===== config.mk =====
export PLATFORM = sky130hd
export DESIGN_NAME = host_pci_address_decoder
export DESIGN_NICKNAME = d
export VERILOG_FILES = /design/src/addr_decode_pkg.sv /design/src/io_alias_fold.sv /design/src/mgmt_ack_tracker.sv /design/src/host_pci_address_decoder.sv
export SDC_FILE = /design/constraint.sdc
export NUM_CORES = 1
export LEC_CHECK = 0
export BUFFER_PORTS_ARGS = -buffer_cell sky130_fd_sc_hd__buf_2
export CORE_AREA = 5 5 147 149
export DETAILED_ROUTE_END_ITERATION = 7
export DIE_AREA = 0 0 152 154
export PLACE_DENSITY = 0.76
export SYNTH_ARGS = -nofsm -noshare
export SYNTH_HDL_FRONTEND = slang
export SYNTH_SLANG_ARGS = --single-unit
export TNS_END_PERCENT = 10

===== constraint.sdc =====
create_clock -name i_ref_clk -period 6.4 [get_ports i_ref_clk]
set_input_delay 1.6 -clock i_ref_clk [delete_from_list [all_inputs] [get_ports i_ref_clk]]
set_output_delay 1.6 -clock i_ref_clk [all_outputs]
set_load 0.05 [all_outputs]

===== src/addr_decode_pkg.sv =====
// Shared constants for the host/PCI address decoder.
// Assumes 36-bit host addresses, 16-bit I/O space, 64-bit PCI addresses.
package addr_decode_pkg;

    // Bridge role in the system
    typedef enum logic [1:0] {
        ROLE_SINGLE = 2'b00,
        ROLE_COMPAT = 2'b01,
        ROLE_AUX    = 2'b10
    } bridge_role_t;

    // Configuration register offsets
    localparam logic [7:0]  REG_ALIAS_MODE       = 8'h48;
    localparam logic [7:0]  REG_BOOT_FW          = 8'h49;
    localparam logic [7:0]  ALIAS_MODE_RESET     = 8'h00;
    localparam int          ALIAS_EN_BIT         = 0;
    localparam int          BOOT_FW_EN_BIT       = 0;

    // Host I/O ports owned by the bridge
    localparam logic [15:0] CFG_ADDR_PORT        = 16'h0CF8;
    localparam logic [15:0] RESET_CTRL_PORT      = 16'h0CF9;
    localparam logic [13:0] CFG_DATA_DWORD       = 14'h033F;
    localparam int          CFG_SPACE_EN_BIT     = 31;

    // ISA expansion alias window
    localparam logic [15:0] ALIAS_LOW            = 16'h0100;
    localparam logic [15:0] ALIAS_HIGH           = 16'h03FF;
    localparam logic [15:0] ALIAS_SPAN_MASK      = 16'h03FF;

    // Fixed legacy memory regions
    localparam logic [18:0] VIDEO_BLOCK_128K     = 19'h00005;
    localparam logic [17:0] LEGACY_BLOCK_256K    = 18'h00003;
    localparam logic [19:0] BOOT_FW_BLOCK_64K    = 20'h0000F;
    localparam int          LEGACY_REGIONS       = 12;

    // Window geometry
    localparam int          MB_SHIFT             = 20;
    localparam logic [2:0]  MAX_SIZE_SEL         = 3'h5;
    localparam logic [3:0]  FB_LIMIT_GB          = 4'h0;
    localparam int          MGMT_STEP_SHIFT      = 16;
    localparam int          IO_SPACE_BITS        = 16;
    localparam int          HOST_ADDR_BITS       = 36;

endpackage


===== src/io_alias_fold.sv =====
// Folds ISA expansion aliases of host or PCI I/O addresses onto 100-3FFh.
// Assumes the caller masks the enable from its mode register.
`timescale 1ns/1ps
module io_alias_fold (
    // Control
    input  wire logic        i_enable,
    // Address
    input  wire logic [15:0] i_addr,
    output logic      [15:0] o_addr
);

    logic [15:0] low_bits;

    // Cards decoding only ten bits see every alias as its base
    always_comb begin
        low_bits = i_addr & addr_decode_pkg::ALIAS_SPAN_MASK;
        if (i_enable && (i_addr > addr_decode_pkg::ALIAS_HIGH) &&
            (low_bits >= addr_decode_pkg::ALIAS_LOW)) begin
            o_addr = low_bits;
        end else begin
            o_addr = i_addr;
        end
    end

endmodule


===== src/mgmt_ack_tracker.sv =====
// Tracks the management interrupt acknowledge level and response.
// Assumes one-cycle transaction strobes on the host clock.
`timescale 1ns/1ps
module mgmt_ack_tracker (
    // Clock and reset
    input  wire logic i_ref_clk,
    input  wire logic i_rstn,
    // Transaction
    input  wire logic i_enable,
    input  wire logic i_ack_cycle,
    input  wire logic i_mode_request_n,
    // Outputs
    output logic      o_response,
    output logic      o_ack_n
);

    logic next_response;
    logic next_ack_n;

    // Level is held until an enabled acknowledge cycle loads the mode request level
    always_comb begin
        next_response = i_enable && i_ack_cycle;
        next_ack_n    = o_ack_n;
        if (i_enable && i_ack_cycle) begin
            next_ack_n = i_mode_request_n;
        end
    end

    always_ff @(posedge i_ref_clk or negedge i_rstn) begin
        if (!i_rstn) begin
            o_response <= 1'b0;
            o_ack_n    <= 1'b1;
        end else begin
            o_response <= next_response;
            o_ack_n    <= next_ack_n;
        end
    end

endmodule


===== src/host_pci_address_decoder.sv =====
// Address decode and routing for a host-to-PCI bridge.
// Assumes one-cycle request strobes on i_ref_clk,
// and window settings held stable.
`timescale 1ns/1ps
module host_pci_address_decoder (
    // Clock and reset
    input  wire logic        i_ref_clk,
    input  wire logic        i_rstn,
    // Role straps
    input  wire logic [1:0]  i_role,
    // Host request phase
    input  wire logic        i_host_req,
    input  wire logic [35:0] i_host_addr,
    input  wire logic        i_host_addr_wide,
    input  wire logic        i_host_is_io,
    input  wire logic        i_host_write,
    input  wire logic        i_host_full_dword,
    input  wire logic [31:0] i_host_wdata,
    input  wire logic        i_mgmt_mode_request_n,
    input  wire logic        i_host_mgmt_ack_cycle,
    input  wire logic        i_host_timeout,
    // PCI request phase
    input  wire logic        i_pci_req,
    input  wire logic [63:0] i_pci_addr,
    input  wire logic        i_pci_is_io,
    input  wire logic        i_pci_write,
    // Memory windows
    input  wire logic [15:0] i_top_of_memory_mb,
    input  wire logic        i_top_of_memory_forward,
    input  wire logic        i_video_window_enable,
    input  wire logic [23:0] i_legacy_region_attribute_map,
    input  wire logic        i_memory_gap_enable,
    input  wire logic [15:0] i_memory_gap_range_mb,
    input  wire logic [2:0]  i_memory_gap_size_sel,
    input  wire logic        i_high_gap_enable,
    input  wire logic [15:0] i_high_gap_start,
    input  wire logic [15:0] i_high_gap_end,
    input  wire logic        i_frame_buffer_enable,
    input  wire logic [11:0] i_frame_buffer_window_mb,
    input  wire logic [2:0]  i_frame_buffer_size_sel,
    input  wire logic        i_mgmt_ram_enable,
    input  wire logic [19:0] i_mgmt_ram_range_base,
    input  wire logic [3:0]  i_mgmt_ram_range_size,
    // I/O forwarding ranges
    input  wire logic [1:0]  i_io_forward_range_enable,
    input  wire logic [31:0] i_io_forward_range_base,
    input  wire logic [31:0] i_io_forward_range_limit,
    // Configuration register port
    input  wire logic        i_reg_wr,
    input  wire logic [7:0]  i_reg_offset,
    input  wire logic [7:0]  i_reg_wdata,
    output logic      [7:0]  o_reg_rdata,
    // Host decision
    output logic             o_host_dec_valid,
    output logic             o_host_claim,
    output logic             o_host_forward,
    output logic             o_host_retire,
    output logic             o_cfg_space_enable,
    // PCI decision
    output logic             o_pci_dec_valid,
    output logic             o_pci_forward,
    // Management mode
    output logic             o_mgmt_response,
    output logic             o_mgmt_interrupt_ack_n
);

    addr_decode_pkg::bridge_role_t role;
    logic        is_single;
    logic        is_aux;
    logic        default_resp;

    // Register state
    logic [7:0]  isa_alias_decode_mode;
    logic        boot_fw_enable;
    logic        boot_fw_loaded;
    logic [7:0]  next_isa_alias_decode_mode;
    logic        next_boot_fw_enable;
    logic        next_boot_fw_loaded;
    logic [7:0]  next_reg_rdata;
    logic        next_cfg_space_enable;

    // Decision state
    logic        next_host_dec_valid;
    logic        next_host_claim;
    logic        next_host_forward;
    logic        next_host_retire;
    logic        next_pci_dec_valid;
    logic        next_pci_forward;

    // Decode intermediates
    logic [15:0] host_io_folded;
    logic [15:0] pci_io_folded;
    logic        host_window_hit;
    logic        host_in_mgmt;
    logic        host_above_top;
    logic        cfg_addr_hit;
    logic        cfg_data_hit;
    logic        reset_port_hit;
    logic        own_port_hit;
    logic        host_io_range_hit;
    logic        pci_window_hit;
    logic        pci_above_top;
    logic        pci_io_range_hit;

    always_comb begin
        role = addr_decode_pkg::bridge_role_t'(i_role);
    end

    assign is_single    = (role == addr_decode_pkg::ROLE_SINGLE);
    assign is_aux       = (role == addr_decode_pkg::ROLE_AUX);
    assign default_resp = !is_aux;

    // Power-of-two MB window compare
    function automatic logic size_match(input logic [15:0] addr_mb, input logic [15:0] base_mb,
                                        input logic [2:0] sel);
        logic [15:0] mask;
        mask = 16'hFFFF << sel;
        size_match = (sel <= addr_decode_pkg::MAX_SIZE_SEL) && ((addr_mb & mask) == (base_mb & mask));
    endfunction

    // Memory windows, both directions
    function automatic logic window_hit(input logic [35:0] addr, input logic write,
                                        input logic video_en, input logic [23:0] attr_map,
                                        input logic boot_en, input logic gap_en,
                                        input logic [15:0] gap_base, input logic [2:0] gap_sel,
                                        input logic hgap_en, input logic [15:0] hgap_start,
                                        input logic [15:0] hgap_end, input logic fb_en,
                                        input logic [11:0] fb_base, input logic [2:0] fb_sel);
        logic [15:0] addr_mb;
        logic [3:0]  region;
        logic [1:0]  attr;
        logic        legacy;
        addr_mb = addr[35:addr_decode_pkg::MB_SHIFT];
        region  = addr[17:14];
        attr    = 2'h0;
        legacy  = (addr[35:18] == addr_decode_pkg::LEGACY_BLOCK_256K) && (region < 4'hC);
        if (legacy) begin
            attr = attr_map[region*2 +: 2];
        end
        window_hit = (video_en && (addr[35:17] == addr_decode_pkg::VIDEO_BLOCK_128K))
                   || (legacy && (write ? attr[1] : attr[0]))
                   || (boot_en && (addr[35:16] == addr_decode_pkg::BOOT_FW_BLOCK_64K))
                   || (gap_en && (gap_base != 16'h0000) && size_match(addr_mb, gap_base, gap_sel))
                   || (hgap_en && (addr_mb >= hgap_start) && (addr_mb <= hgap_end))
                   || (fb_en && (addr[35:32] == addr_decode_pkg::FB_LIMIT_GB) &&
                       size_match(addr_mb, {4'h0, fb_base}, fb_sel));
    endfunction

    // Both I/O ranges
    function automatic logic io_range(input logic [15:0] addr, input logic [1:0] en,
                                      input logic [31:0] base, input logic [31:0] limit);
        io_range = 1'b0;
        for (int i = 0; i < 2; i++) begin
            if (en[i] && (addr >= base[i*16 +: 16]) && (addr <= limit[i*16 +: 16])) begin
                io_range = 1'b1;
            end
        end
    endfunction

    // Alias folding ahead of range checks
    io_alias_fold u_host_fold (
        .i_enable (isa_alias_decode_mode[addr_decode_pkg::ALIAS_EN_BIT]),
        .i_addr   (i_host_addr[15:0]),
        .o_addr   (host_io_folded)
    );

    io_alias_fold u_pci_fold (
        .i_enable (isa_alias_decode_mode[addr_decode_pkg::ALIAS_EN_BIT]),
        .i_addr   (i_pci_addr[15:0]),
        .o_addr   (pci_io_folded)
    );

    // Management ack, compatibility end only
    mgmt_ack_tracker u_mgmt_ack (
        .i_ref_clk        (i_ref_clk),
        .i_rstn           (i_rstn),
        .i_enable         (role == addr_decode_pkg::ROLE_COMPAT),
        .i_ack_cycle      (i_host_mgmt_ack_cycle),
        .i_mode_request_n (i_mgmt_mode_request_n),
        .o_response       (o_mgmt_response),
        .o_ack_n          (o_mgmt_interrupt_ack_n)
    );

    // Host-side memory and port decode
    always_comb begin
        host_window_hit = window_hit(i_host_addr, i_host_write, i_video_window_enable,
                                     i_legacy_region_attribute_map, boot_fw_enable,
                                     i_memory_gap_enable, i_memory_gap_range_mb, i_memory_gap_size_sel,
                                     i_high_gap_enable, i_high_gap_start, i_high_gap_end,
                                     i_frame_buffer_enable, i_frame_buffer_window_mb,
                                     i_frame_buffer_size_sel);
        host_in_mgmt    = i_mgmt_ram_enable &&
                          (i_host_addr[35:addr_decode_pkg::MGMT_STEP_SHIFT] >= i_mgmt_ram_range_base) &&
                          ({1'b0, i_host_addr[35:addr_decode_pkg::MGMT_STEP_SHIFT]} <=
                           ({1'b0, i_mgmt_ram_range_base} + {17'h00000, i_mgmt_ram_range_size}));
        host_above_top  = i_host_addr[35:addr_decode_pkg::MB_SHIFT] >= i_top_of_memory_mb;
        cfg_addr_hit    = (i_host_addr[15:0] == addr_decode_pkg::CFG_ADDR_PORT) && i_host_full_dword;
        cfg_data_hit    = (i_host_addr[15:2] == addr_decode_pkg::CFG_DATA_DWORD) && o_cfg_space_enable;
        reset_port_hit  = !is_aux && (i_host_addr[15:0] == addr_decode_pkg::RESET_CTRL_PORT) &&
                          !i_host_full_dword;
        own_port_hit    = cfg_addr_hit || cfg_data_hit || reset_port_hit;
        host_io_range_hit = io_range(host_io_folded, i_io_forward_range_enable,
                                     i_io_forward_range_base, i_io_forward_range_limit);
    end

    // PCI-side decode with the same windows
    always_comb begin
        pci_window_hit   = window_hit(i_pci_addr[35:0], i_pci_write, i_video_window_enable,
                                      i_legacy_region_attribute_map, boot_fw_enable,
                                      i_memory_gap_enable, i_memory_gap_range_mb, i_memory_gap_size_sel,
                                      i_high_gap_enable, i_high_gap_start, i_high_gap_end,
                                      i_frame_buffer_enable, i_frame_buffer_window_mb,
                                      i_frame_buffer_size_sel);
        pci_above_top    = i_pci_addr[35:addr_decode_pkg::MB_SHIFT] >= i_top_of_memory_mb;
        pci_io_range_hit = io_range(pci_io_folded, i_io_forward_range_enable,
                                    i_io_forward_range_base, i_io_forward_range_limit);
    end

    // Host decision, one per request strobe
    always_comb begin
        next_host_dec_valid = i_host_req;
        next_host_claim     = 1'b0;
        next_host_forward   = 1'b0;
        next_host_retire    = i_host_timeout && default_resp;
        if (i_host_req && !i_host_addr_wide) begin
            if (i_host_is_io) begin
                if (own_port_hit) begin
                    next_host_claim = 1'b1;
                end else if (is_single) begin
                    next_host_forward = 1'b1;
                end else if (is_aux) begin
                    next_host_forward = host_io_range_hit;
                end else begin
                    next_host_forward = !host_io_range_hit;
                end
            end else if (host_in_mgmt) begin
                next_host_forward = i_mgmt_mode_request_n;
            end else if (host_window_hit) begin
                next_host_forward = 1'b1;
            end else if (host_above_top) begin
                next_host_forward = default_resp && i_top_of_memory_forward;
            end else begin
                next_host_forward = 1'b0;
            end
            next_host_claim = next_host_claim || next_host_forward;
        end
        // Timed-out work is dropped, so nothing from it reaches PCI
        if (i_host_timeout) begin
            next_host_forward = 1'b0;
        end
    end

    // PCI decision, one per request strobe
    always_comb begin
        next_pci_dec_valid = i_pci_req;
        next_pci_forward   = 1'b0;
        if (i_pci_req) begin
            if (i_pci_is_io) begin
                if (i_pci_addr[63:addr_decode_pkg::IO_SPACE_BITS] != 48'h0) begin
                    next_pci_forward = 1'b0;
                end else if (is_single) begin
                    next_pci_forward = 1'b0;
                end else if (is_aux) begin
                    next_pci_forward = !pci_io_range_hit;
                end else begin
                    next_pci_forward = pci_io_range_hit;
                end
            end else if (i_pci_addr[63:addr_decode_pkg::HOST_ADDR_BITS] != 28'h0) begin
                next_pci_forward = 1'b0;
            end else if (pci_window_hit) begin
                next_pci_forward = 1'b0;
            end else if (pci_above_top) begin
                next_pci_forward = !(default_resp && i_top_of_memory_forward);
            end else begin
                next_pci_forward = 1'b1;
            end
        end
    end

    // Config registers and config-space enable
    always_comb begin
        next_isa_alias_decode_mode = isa_alias_decode_mode;
        next_boot_fw_enable        = boot_fw_enable;
        next_boot_fw_loaded        = 1'b1;
        next_cfg_space_enable      = o_cfg_space_enable;
        if (!boot_fw_loaded) begin
            next_boot_fw_enable = !is_aux;
        end
        if (i_reg_wr) begin
            case (i_reg_offset)
                addr_decode_pkg::REG_ALIAS_MODE: next_isa_alias_decode_mode = i_reg_wdata;
                addr_decode_pkg::REG_BOOT_FW:    next_boot_fw_enable = i_reg_wdata[addr_decode_pkg::BOOT_FW_EN_BIT];
                default:                         next_isa_alias_decode_mode = isa_alias_decode_mode;
            endcase
        end
        if (i_host_req && i_host_is_io && i_host_write && cfg_addr_hit && !i_host_addr_wide) begin
            next_cfg_space_enable = i_host_wdata[addr_decode_pkg::CFG_SPACE_EN_BIT];
        end
        case (i_reg_offset)
            addr_decode_pkg::REG_ALIAS_MODE: next_reg_rdata = isa_alias_decode_mode;
            addr_decode_pkg::REG_BOOT_FW:    next_reg_rdata = {7'h00, boot_fw_enable};
            default:                         next_reg_rdata = 8'h00;
        endcase
    end

    // Role is sampled by the loader after reset, not under reset
    always_ff @(posedge i_ref_clk or negedge i_rstn) begin
        if (!i_rstn) begin
            isa_alias_decode_mode <= addr_decode_pkg::ALIAS_MODE_RESET;
            boot_fw_enable        <= 1'b0;
            boot_fw_loaded        <= 1'b0;
            o_cfg_space_enable    <= 1'b0;
            o_reg_rdata           <= 8'h00;
        end else begin
            isa_alias_decode_mode <= next_isa_alias_decode_mode;
            boot_fw_enable        <= next_boot_fw_enable;
            boot_fw_loaded        <= next_boot_fw_loaded;
            o_cfg_space_enable    <= next_cfg_space_enable;
            o_reg_rdata           <= next_reg_rdata;
        end
    end

    // Decisions, one cycle after the request
    always_ff @(posedge i_ref_clk or negedge i_rstn) begin
        if (!i_rstn) begin
            o_host_dec_valid <= 1'b0;
            o_host_claim     <= 1'b0;
            o_host_forward   <= 1'b0;
            o_host_retire    <= 1'b0;
            o_pci_dec_valid  <= 1'b0;
            o_pci_forward    <= 1'b0;
        end else begin
            o_host_dec_valid <= next_host_dec_valid;
            o_host_claim     <= next_host_claim;
            o_host_forward   <= next_host_forward;
            o_host_retire    <= next_host_retire;
            o_pci_dec_valid  <= next_pci_dec_valid;
            o_pci_forward    <= next_pci_forward;
        end
    end

endmodule


# ---- Yosys cells after proc, flatten, opt, wreduce, memory -nomap -nowiden
# Cells that the tools add are included.
# W data, S select, Z words.
dict set report op_classes {
  n_addsub 1
  multipliers 0
  div_mod_pow 0
  order_cmp 24
  n_eq_ne 17
  shift 4
  mux 36
  bitwise 6
  reduce_logical 75
}
# operator count
set ops {}
lappend ops {{$ge A16 B16 Y1} 8}
lappend ops {{$le A16 B16 Y1} 6}
lappend ops {{$and A16 B16 Y16} 5}
lappend ops {{$eq A16 B16 Y1} 4}
lappend ops {{$logic_and A1 B1 Y1} 49}
lappend ops {{$reduce_bool A48 Y1} 1}
lappend ops {{$shiftx A24 B6 Y2} 2}
lappend ops {{$eq A20 B4 Y1 const B} 2}
lappend ops {{$eq A19 B3 Y1 const B} 2}
lappend ops {{$eq A18 B2 Y1 const B} 2}
lappend ops {{$eq A16 B12 Y1 const B} 2}
lappend ops {{$gt A16 B10 Y1 const B} 2}
lappend ops {{$mux W16} 2}
lappend ops {{$shl A16 B3 Y16 const A} 2}
lappend ops {{$mux W1} 31}
lappend ops {{$reduce_bool A28 Y1} 1}
lappend ops {{$add A20 B4 Y21} 1}
lappend ops {{$le A20 B21 Y1} 1}
lappend ops {{$ge A10 B9 Y1 const B} 2}
lappend ops {{$ge A20 B20 Y1} 1}
lappend ops {{$and A12 B16 Y16} 1}
lappend ops {{$eq A8 B7 Y1 const B} 2}
lappend ops {{$pmux W8 S2} 1}
lappend ops {{$reduce_bool A16 Y1} 1}
lappend ops {{11 further kinds} 32}
dict set report totals {
  ff_bits 27
  latchBits 0
  ram_bits 0
  mem_bits_ro 0
  inputBits 366
  output_inout_bits 17
  elab_cells 176
  mem_count 0
}

# ---- Logic depth before layout (Yosys ltp)
# Gate-level depths: netlist (run 1).
dict set report logic_depth {
  ltp_word 17
  ltp_mapped 19
  ltp_nobuf 19
}

# ---- Hierarchy
# Synthesis (run 1) repeated with hierarchy kept, for this count alone.
dict set report unflattened {
  cells_unflattened 1137
  hier_area_um2 9349.0
}
# module n_inst cells_per_inst area_per_inst_um2 seq_area_each_um2
set modules_own_cells {}
lappend modules_own_cells {host_pci_address_decoder 1 1099 9031.2 625.6}
lappend modules_own_cells {io_alias_fold 2 17 121.4 0.0}
lappend modules_own_cells {mgmt_ack_tracker 1 4 75.1 51.3}

# ---- Least setup slack after synthesis (run 1)
# No wires, ideal clock.
dict set report synth_timing {
  kind {input port to flip-flop}
  startpoint {in i_mgmt_ram_range_base[0]}
  endpoint {reg o_host_forward}
  setup_ns 0.135
  t_arrival_ns 4.874
  t_required_ns 6.265
  setup_slack_ns 1.391
  stages 19
  n_path_buf 0
  cell_sequence {ha_1 > inv_1 > fa_1 > inv_1 > a21oi_1 > o21bai_1 > nand2_1 > or3_1 > xnor2_1 > ha_1 > a21oi_1 > o21ai_0 > a211oi_1 > o21ai_1 > a311oi_1 > nor2_1 > or4_1 > nand4b_1 > a311oi_2}
}
dict set report synth_between {
  elab_chain_len 8
  elab_cells_between_ends 10
  cone_classes {add/sub (1); order compare (2); mux (5); reduce/logical (2)}
}
# element line_no
set synth_rtl {}
lappend synth_rtl {{start: declaration} host_pci_address_decoder.sv:42} ;# input wire logic [19:0] i_mgmt_ram_range_base,
lappend synth_rtl {{$add A20 B4 Y21 or $ge A20 B20 Y1 (tied branches)} {host_pci_address_decoder.sv:195, host_pci_address_decoder.sv:193}}
lappend synth_rtl {{$le A20 B21 Y1 or $logic_and A1 B1 Y1 (tied branches)} {host_pci_address_decoder.sv:194, host_pci_address_decoder.sv:192}}
lappend synth_rtl {{$logic_and A1 B1 Y1 (*)} host_pci_address_decoder.sv:193} ;# (i_host_addr[35:addr_decode_pkg::MGMT_STEP_SHIFT] >= i_mgmt_ram_range_base) &&
lappend synth_rtl {{$mux W1 (*)} host_pci_address_decoder.sv:236} ;# end else if (host_in_mgmt) begin
lappend synth_rtl {{$mux W1 (*)} host_pci_address_decoder.sv:226} ;# if (i_host_is_io) begin
lappend synth_rtl {{$mux W1 (*) (2 in a row)} host_pci_address_decoder.sv:225} ;# if (i_host_req && !i_host_addr_wide) begin
lappend synth_rtl {{$mux W1 (*)} host_pci_address_decoder.sv:248} ;# if (i_host_timeout) begin
lappend synth_rtl {{net next_host_forward} host_pci_address_decoder.sv:85} ;# logic next_host_forward;
lappend synth_rtl {{end signal: assignment} host_pci_address_decoder.sv:335} ;# o_host_forward <= next_host_forward;
lappend synth_rtl {{end: declaration} host_pci_address_decoder.sv:56} ;# output logic o_host_forward,
# Mark *: on every way through the listed nets, which the timed path passes. The rest lies on a longest branch. The select of a mux whose other input is x is not followed.
# A chain may end at the register's enable or synchronous reset.

# ---- Worst setup path in the final report (run 1)
# Ends and elaborated chain as after synthesis.

==> flow_metrics.tcl, run 1 <==
set metrics [dict create \
    htree_levels 1 \
    place_congestion 0.953 \
    antenna_found_initial 5 \
    reg2reg_slack_ns 3.11 \
    grt_overflow 0 \
    start_util_pct 45.3 \
    grtUsageTotal_pct 27.0 \
    die_h_um 154 \
    grt_pass1_wl_mm 52.3 \
    crit_type "in -> reg" \
    fin_setup_tns_ns 0 \
    synth_edf_count 0 \
    syn_nets 1739 \
    drv_cap 0 \
    post-route-min-period_ns 5.11 \
    cts_tree "yes" \
    drt-pass1-iter-count 5 \
    r2r_cells 11 \
    cp_max_fo 7 \
    multi_input_comb_area_um2 7820 \
    path_clk_slew_ns 0.08 \
    num_vias 9851 \
    cts_resized 0 \
    cts_made_buffers 3 \
    final.setup_skew_ns 0.00988 \
    yosys-top-cells-area "ha_1 (35%), dfrtp_1 (7.2%), inv_1 (6.1%)" \
    synthDominantCellAreaShare_pct 35.3 \
    area_growth_pct 23.9 \
    layout-drive-gt1-share_pct 26.3 \
    seq_area_frac_synth_pct 7.46 \
    io_pins 383 \
    vdd_drop_max_uv 90.4 \
    first_global_vias 10300 \
    placed_area_um2 11200 \
    synth_area_um2 9070 \
    synth_top_area_cell "ha_1" \
    endpoint "o_host_forward" \
    fin_nets 2090 \
    setup_viol 0 \
    async_flop_share_pct 100 \
    rsz0062_at_grt "no" \
    fin_crit_sh_pct 79.8 \
    grt_max_degree 28 \
    p_leak_nw 6.16 \
    cts_setup_buffers 0 \
    cp.arrival_ns 5.26 \
    die_w_um 152 \
    clk_path_buf_depth 2 \
    coreArea_um2 20000 \
    dr.first_iter.drc_count 553 \
    total_power_mw 1.04 \
    crit_start "i_mgmt_ram_range_base[0]" \
    post-route-drc-count 0 \
    synth_cells 1116 \
    rows 52 \
    synth_top_flop_cell "dfrtp_1" \
    drv_slew 0 \
    hold_path_class "reg -> reg" \
    hold_buffers 0 \
    startpoint_type "input port" \
    clock_latency_ns 0.27 \
    cts_root_buf "clkbuf_16" \
    wl_mm 33.3 \
    synth_cell_types 70 \
    dieArea_um2 23400 \
    hold_viol_final 0 \
    fillers 1927 \
    status "finished, final reports clean" \
    clock_sinks 27 \
    syn_avg_cell_area_um2 8.13 \
    r2r-end "o_pci_forward" \
    slew_headroom_pct 55.8 \
    fmax_mhz 196 \
    portBuffers 351 \
    reg2reg_from "isa_alias_decode_mode[0]" \
    dp_hpwl_mm 29.6 \
    utilization_pct 56.1 \
    final_cell_area_um2 11200 \
    required_ns 6.55 \
    yosys_warnings 0 \
    ant_nets 0 \
    ys_ff_latch 27 \
    via_per_inst 5.66 \
    seq_area_um2 677 \
    cp-end-kind "flip-flop" \
    wire_per_inst_um 19.1 \
    powerDensity_nw_per_um2 92.3 \
    worst_pin_slew_ns 0.662 \
]
## worst max-delay path, stage by stage
cell      delay (ns)
buf_2           0.09
ha_1            0.16
inv_1           0.05
fa_1            0.42
inv_1           0.07
a21oi_1         0.05
o21bai_1        0.12
buf_4           0.17
nand2_1         0.10
or3_1           0.33
xnor2_1         0.14
ha_1            0.30
a21oi_1         0.18
o21ai_0         0.14
a211oi_1        0.23
o21ai_1         0.09
a311oi_1        0.28
nor2_1          0.11
or4_1           0.40
nand4b_1        0.15
a311oi_2        0.07
## routing by layer
layer	GRT usage [%]	routed length [um]	part of all wire, %
met1	33.6	14100	42
met2	48.5	16300	49
met3	4.64	2140	6.4
met4	6.76	788	2.4
met5	0	26	0.078
## registers in the layout, indices dropped and copies added (netlist names)
register,cells
isa_alias_decode_mode,8
o_reg_rdata,8
boot_fw_enable,1
boot_fw_loaded,1
o_cfg_space_enable,1
o_host_claim,1
o_host_dec_valid,1
o_host_forward,1
o_host_retire,1
o_pci_dec_valid,1
o_pci_forward,1
u_mgmt_ack.o_ack_n,1
u_mgmt_ack.o_response,1
## worst min path at each step
stage,end,slack [ns],cells past startpoint,start
4_1_cts,o_reg_rdata[1],0.48,1,isa_alias_decode_mode[1]
3_3_place_gp,o_reg_rdata[3],0.46,1,isa_alias_decode_mode[3]
6_report,o_reg_rdata[1],0.47,1,isa_alias_decode_mode[1]
3_5_place_dp,o_reg_rdata[1],0.46,1,isa_alias_decode_mode[1]
5_1_grt,o_reg_rdata[1],0.49,1,isa_alias_decode_mode[1]
2_1_floorplan,o_reg_rdata[1],0.45,1,isa_alias_decode_mode[1]
## power by group
part           switching, mW  total [mW]  internal (mW)
clock network         0.0671       0.152         0.0852
logic                  0.390       0.704          0.314
registers            0.00323       0.181          0.178
total                  0.461        1.04          0.577
## area by class of cell
| class | count | area share [%] |
|---|---|---|
| clock buffer | 3 | 0.668 |
| inverter | 147 | 4.91 |
| timing repair buffer | 352 | 15.7 |
| antenna | 3 | 0.0668 |
| clock inverter | 1 | 0.0668 |
| multi-input combinational | 936 | 69.6 |
| sequential | 27 | 6.02 |
| tap | 270 | 3.01 |
## cells in the mapped netlist (9+ instances only)
cell,count
dfrtp_1,26
nor2b_1,16
mux2_2,12
and2_1,19
nand4_1,44
ha_1,256
a21oi_1,84
inv_1,147
nor2_1,38
nand3_1,24
mux4_2,12
a21o_1,45
o21a_1,9
o21ai_1,17
nand2_1,45
a211oi_1,12
xnor2_1,52
nand2b_1,12
nor4_1,26
o21ai_0,40
mux2i_1,9
nor3_1,19
or3_1,10
xor2_1,30
## layout by cell type (no fill, tap or decap), drive strengths merged, types with 7 or more instances in the layout
master / n
dfrtp: 26
nand3: 24
inv: 147
mux2: 14
and2: 21
a21oi: 84
nor4: 26
nor2: 38
nand2b: 12
o21ai: 58
a21o: 45
nand2: 46
or3: 10
mux2i: 9
ha: 256
mux4: 12
a211oi: 12
nor2b: 16
xnor2: 52
o21a: 9
nor3: 19
buf: 352
nand4: 44
maj3: 7
a31oi: 7
xor2: 30
## stage by stage
stage | hold slack (ns) | setup slack, ns | instances
floorplan | 0.447 | 1.39 | 1116
global placement | 0.456 | 1.08 | 1732
detailed placement | 0.460 | 1.04 | 1732
CTS | 0.476 | 1.32 | 1736
global route | 0.492 | 1.02 | 1739
finish | 0.471 | 1.29 | 1739
## kinds of logic (layout without fill, tap and decap cells)
logic type      Yosys count  after routing  share of synthesized area (%)
compound gates          269            269                           18.9
flops                    27             27                           7.46
mux                      35             35                           5.71
fa+ha+maj               264            264                           36.3
simple gates            285            285                           17.3
xor+xnor                 82             82                           7.91
other cells               1              4                         0.0413
buf+inv                 153            503                           6.37
(Power assumes the default switching activity.)
==> run 2: changes to the inputs <==
CORE_AREA = default   (was 5 5 147 149)
CORE_MARGIN = 5   (was default)
CORE_UTILIZATION = 46   (was default)
DIE_AREA = default   (was 0 0 152 154)
PLACE_DENSITY = 0.8   (was 0.76)
clock period = 4.58 ns   (was 6.4 ns; I/O delays follow)
==> run 2 against run 1 <==
Worst setup slack lost 1.2 ns. First-iteration DRC count shrank 3.1%. Global-route usage grew 1.6 points. Routed wire length grew 2.3%. Core utilization grew 2.3 points. Hold slack gained 0.011 ns. Sequential share of layout area shrank 0.070 points. Clock skew shrank 0.0068 ns. Largest cell class unchanged.
==> flow_metrics.tcl, run 2 (synthesis results as in run 1) <==
set metrics [dict create \
    status "finished, final reports clean" \
    internal-power_mw 0.818 \
    dr.first_iter.drc_count 536 \
    clock_sinks 27 \
    die_h_um 150 \
    grtUsageTotal_pct 28.7 \
    whs_ns 0.482 \
    utilization_pct 58.4 \
    setup_ws_ns 0.0971 \
    fin_crit_sh_pct 97.9 \
    swShare_pct 44.2 \
    post-route-min-period_ns 4.48 \
    hold_path_class "reg -> reg" \
    htree_levels 1 \
    layout-drive-gt1-share_pct 27.4 \
    fmax_mhz 223 \
    grt_overflow 0 \
    post-route-drc-count 0 \
    placed_area_um2 11200 \
    area_growth_pct 25.3 \
    fin_setup_tns_ns 0 \
    rows 51 \
    start_util_pct 46.6 \
    dieArea_um2 22600 \
    startpoint_type "input port" \
    crit_type "in -> reg" \
    path_clk_slew_ns 0.07 \
    worst_pin_slew_ns 0.853 \
    cts_tree "yes" \
    vdd_drop_max_uv 123 \
    slew_headroom_pct 42.6 \
    final_cell_area_um2 11400 \
    cp.arrival_ns 4.66 \
    cp-end-kind "flip-flop" \
    hold_buffers 0 \
    cts_made_buffers 3 \
    cp_max_fo 4 \
    via_per_inst 5.70 \
    grt_pass1_wl_mm 51.5 \
    required_ns 4.76 \
    portBuffers 351 \
    pre_cts_ws_ns -0.253 \
    clk_path_buf_depth 2 \
    powerDensity_nw_per_um2 129 \
    ant_nets 0 \
    num_vias 9976 \
    setup_viol 0 \
    fin_nets 2104 \
    cts_setup_buffers 0 \
    p_seq_share_pct 17.3 \
    fillers 1813 \
    first_global_vias 10100 \
    final.setup_skew_ns 0.00309 \
    layout_common_cells "buf_2 (351), ha_1 (256), inv_1 (147)" \
    wire_per_inst_um 19.5 \
    p_leak_nw 6.24 \
    cts_root_buf "clkbuf_16" \
    drv_cap 0 \
    place_congestion 0.970 \
    antenna_found_initial 2 \
    die_w_um 150 \
    switching_power_mw 0.648 \
    io_pins 383 \
    grt_max_degree 28 \
    coreArea_um2 19500 \
    cts_resized 0 \
    rsz0062_at_grt "yes" \
    clockPowerShare_pct 14.0 \
    mostFrequentLayoutCell "buf_2" \
    drv_slew 0 \
    hold_viol_final 0 \
    drt-pass1-iter-count 5 \
    largest_registers "isa_alias_decode_mode x8, o_reg_rdata x8" \
    wl_mm 34.0 \
    clock_latency_ns 0.26 \
    dp_hpwl_mm 30.0 \
    power_frac_comb_pct 68.7 \
]
## run 2: routing by layer
layer / routed length, um / track usage [%] / share of wire, % / up-vias
met5: 7 / 0 / 0.021 / -
met4: 1260 / 9.93 / 3.7 / 2
met3: 3060 / 3.64 / 9.0 / 83
met2: 15700 / 48.8 / 46 / 462
met1: 14000 / 37.3 / 41 / 4561
li1: - / - / - / 4868
## run 2: power by group through the flow
stage	clock network [mW]	logic, mW	registers, mW
2_1_floorplan	0	0.548	0.273
3_3_place_gp	0	0.955	0.257
3_5_place_dp	0	0.986	0.258
4_1_cts	0.210	0.992	0.254
5_1_grt	0.220	1.13	0.255
6_report	0.205	1.01	0.254
## run 2: final timing paths
check | cells after the start | start | slack, ns | endpoint
hold reg to reg | 1 | isa_alias_decode_mode[2] | 0.48 | o_reg_rdata[2]
max in group asynchronous | 1 | i_rstn | 3.28 | o_reg_rdata[6]
setup / recovery | 21 | i_mgmt_ram_range_base[0] | 0.1 | o_host_forward
min in group asynchronous | 1 | i_rstn | 0.90 | isa_alias_decode_mode[2]
setup reg to reg | 11 | isa_alias_decode_mode[0] | 1.18 | o_pci_forward
hold / removal | 1 | isa_alias_decode_mode[2] | 0.48 | o_reg_rdata[2]
## run 2: final cells by class
| type | count | area [um^2] | area share, % |
|---|---|---|---|
| antenna | 4 | 10.0 | 0.0880 |
| clock buffer | 3 | 75.1 | 0.660 |
| clock inverter | 1 | 7.51 | 0.0660 |
| inverter | 147 | 552 | 4.85 |
| multi-input combinational | 936 | 7850 | 69.0 |
| sequential | 27 | 677 | 5.95 |
| tap | 265 | 332 | 2.92 |
| timing repair buffer | 366 | 1870 | 16.4 |
## run 2: worst max-delay path, cell delays in order
cell	delay (ns)
buf_2	0.09
ha_1	0.17
inv_1	0.06
fa_2	0.34
inv_1	0.06
a21oi_1	0.06
o21bai_1	0.12
buf_4	0.15
nand2_1	0.08
or3_4	0.35
xnor2_2	0.14
ha_1	0.31
nand4_1	0.14
or3_4	0.35
o22ai_2	0.09
a31oi_1	0.05
o22ai_1	0.17
nor2_1	0.10
o2111ai_1	0.23
nand4b_1	0.18
a311oi_2	0.26
## run 2: stage by stage
| stage | total power [mW] | std cells |
|---|---|---|
| after global routing | 1.60 | 1746 |
| after CTS | 1.46 | 1745 |
| final | 1.47 | 1749 |
| after global placement | 1.21 | 1741 |
| after floorplan | 0.822 | 1116 |
| after detailed placement | 1.24 | 1741 |
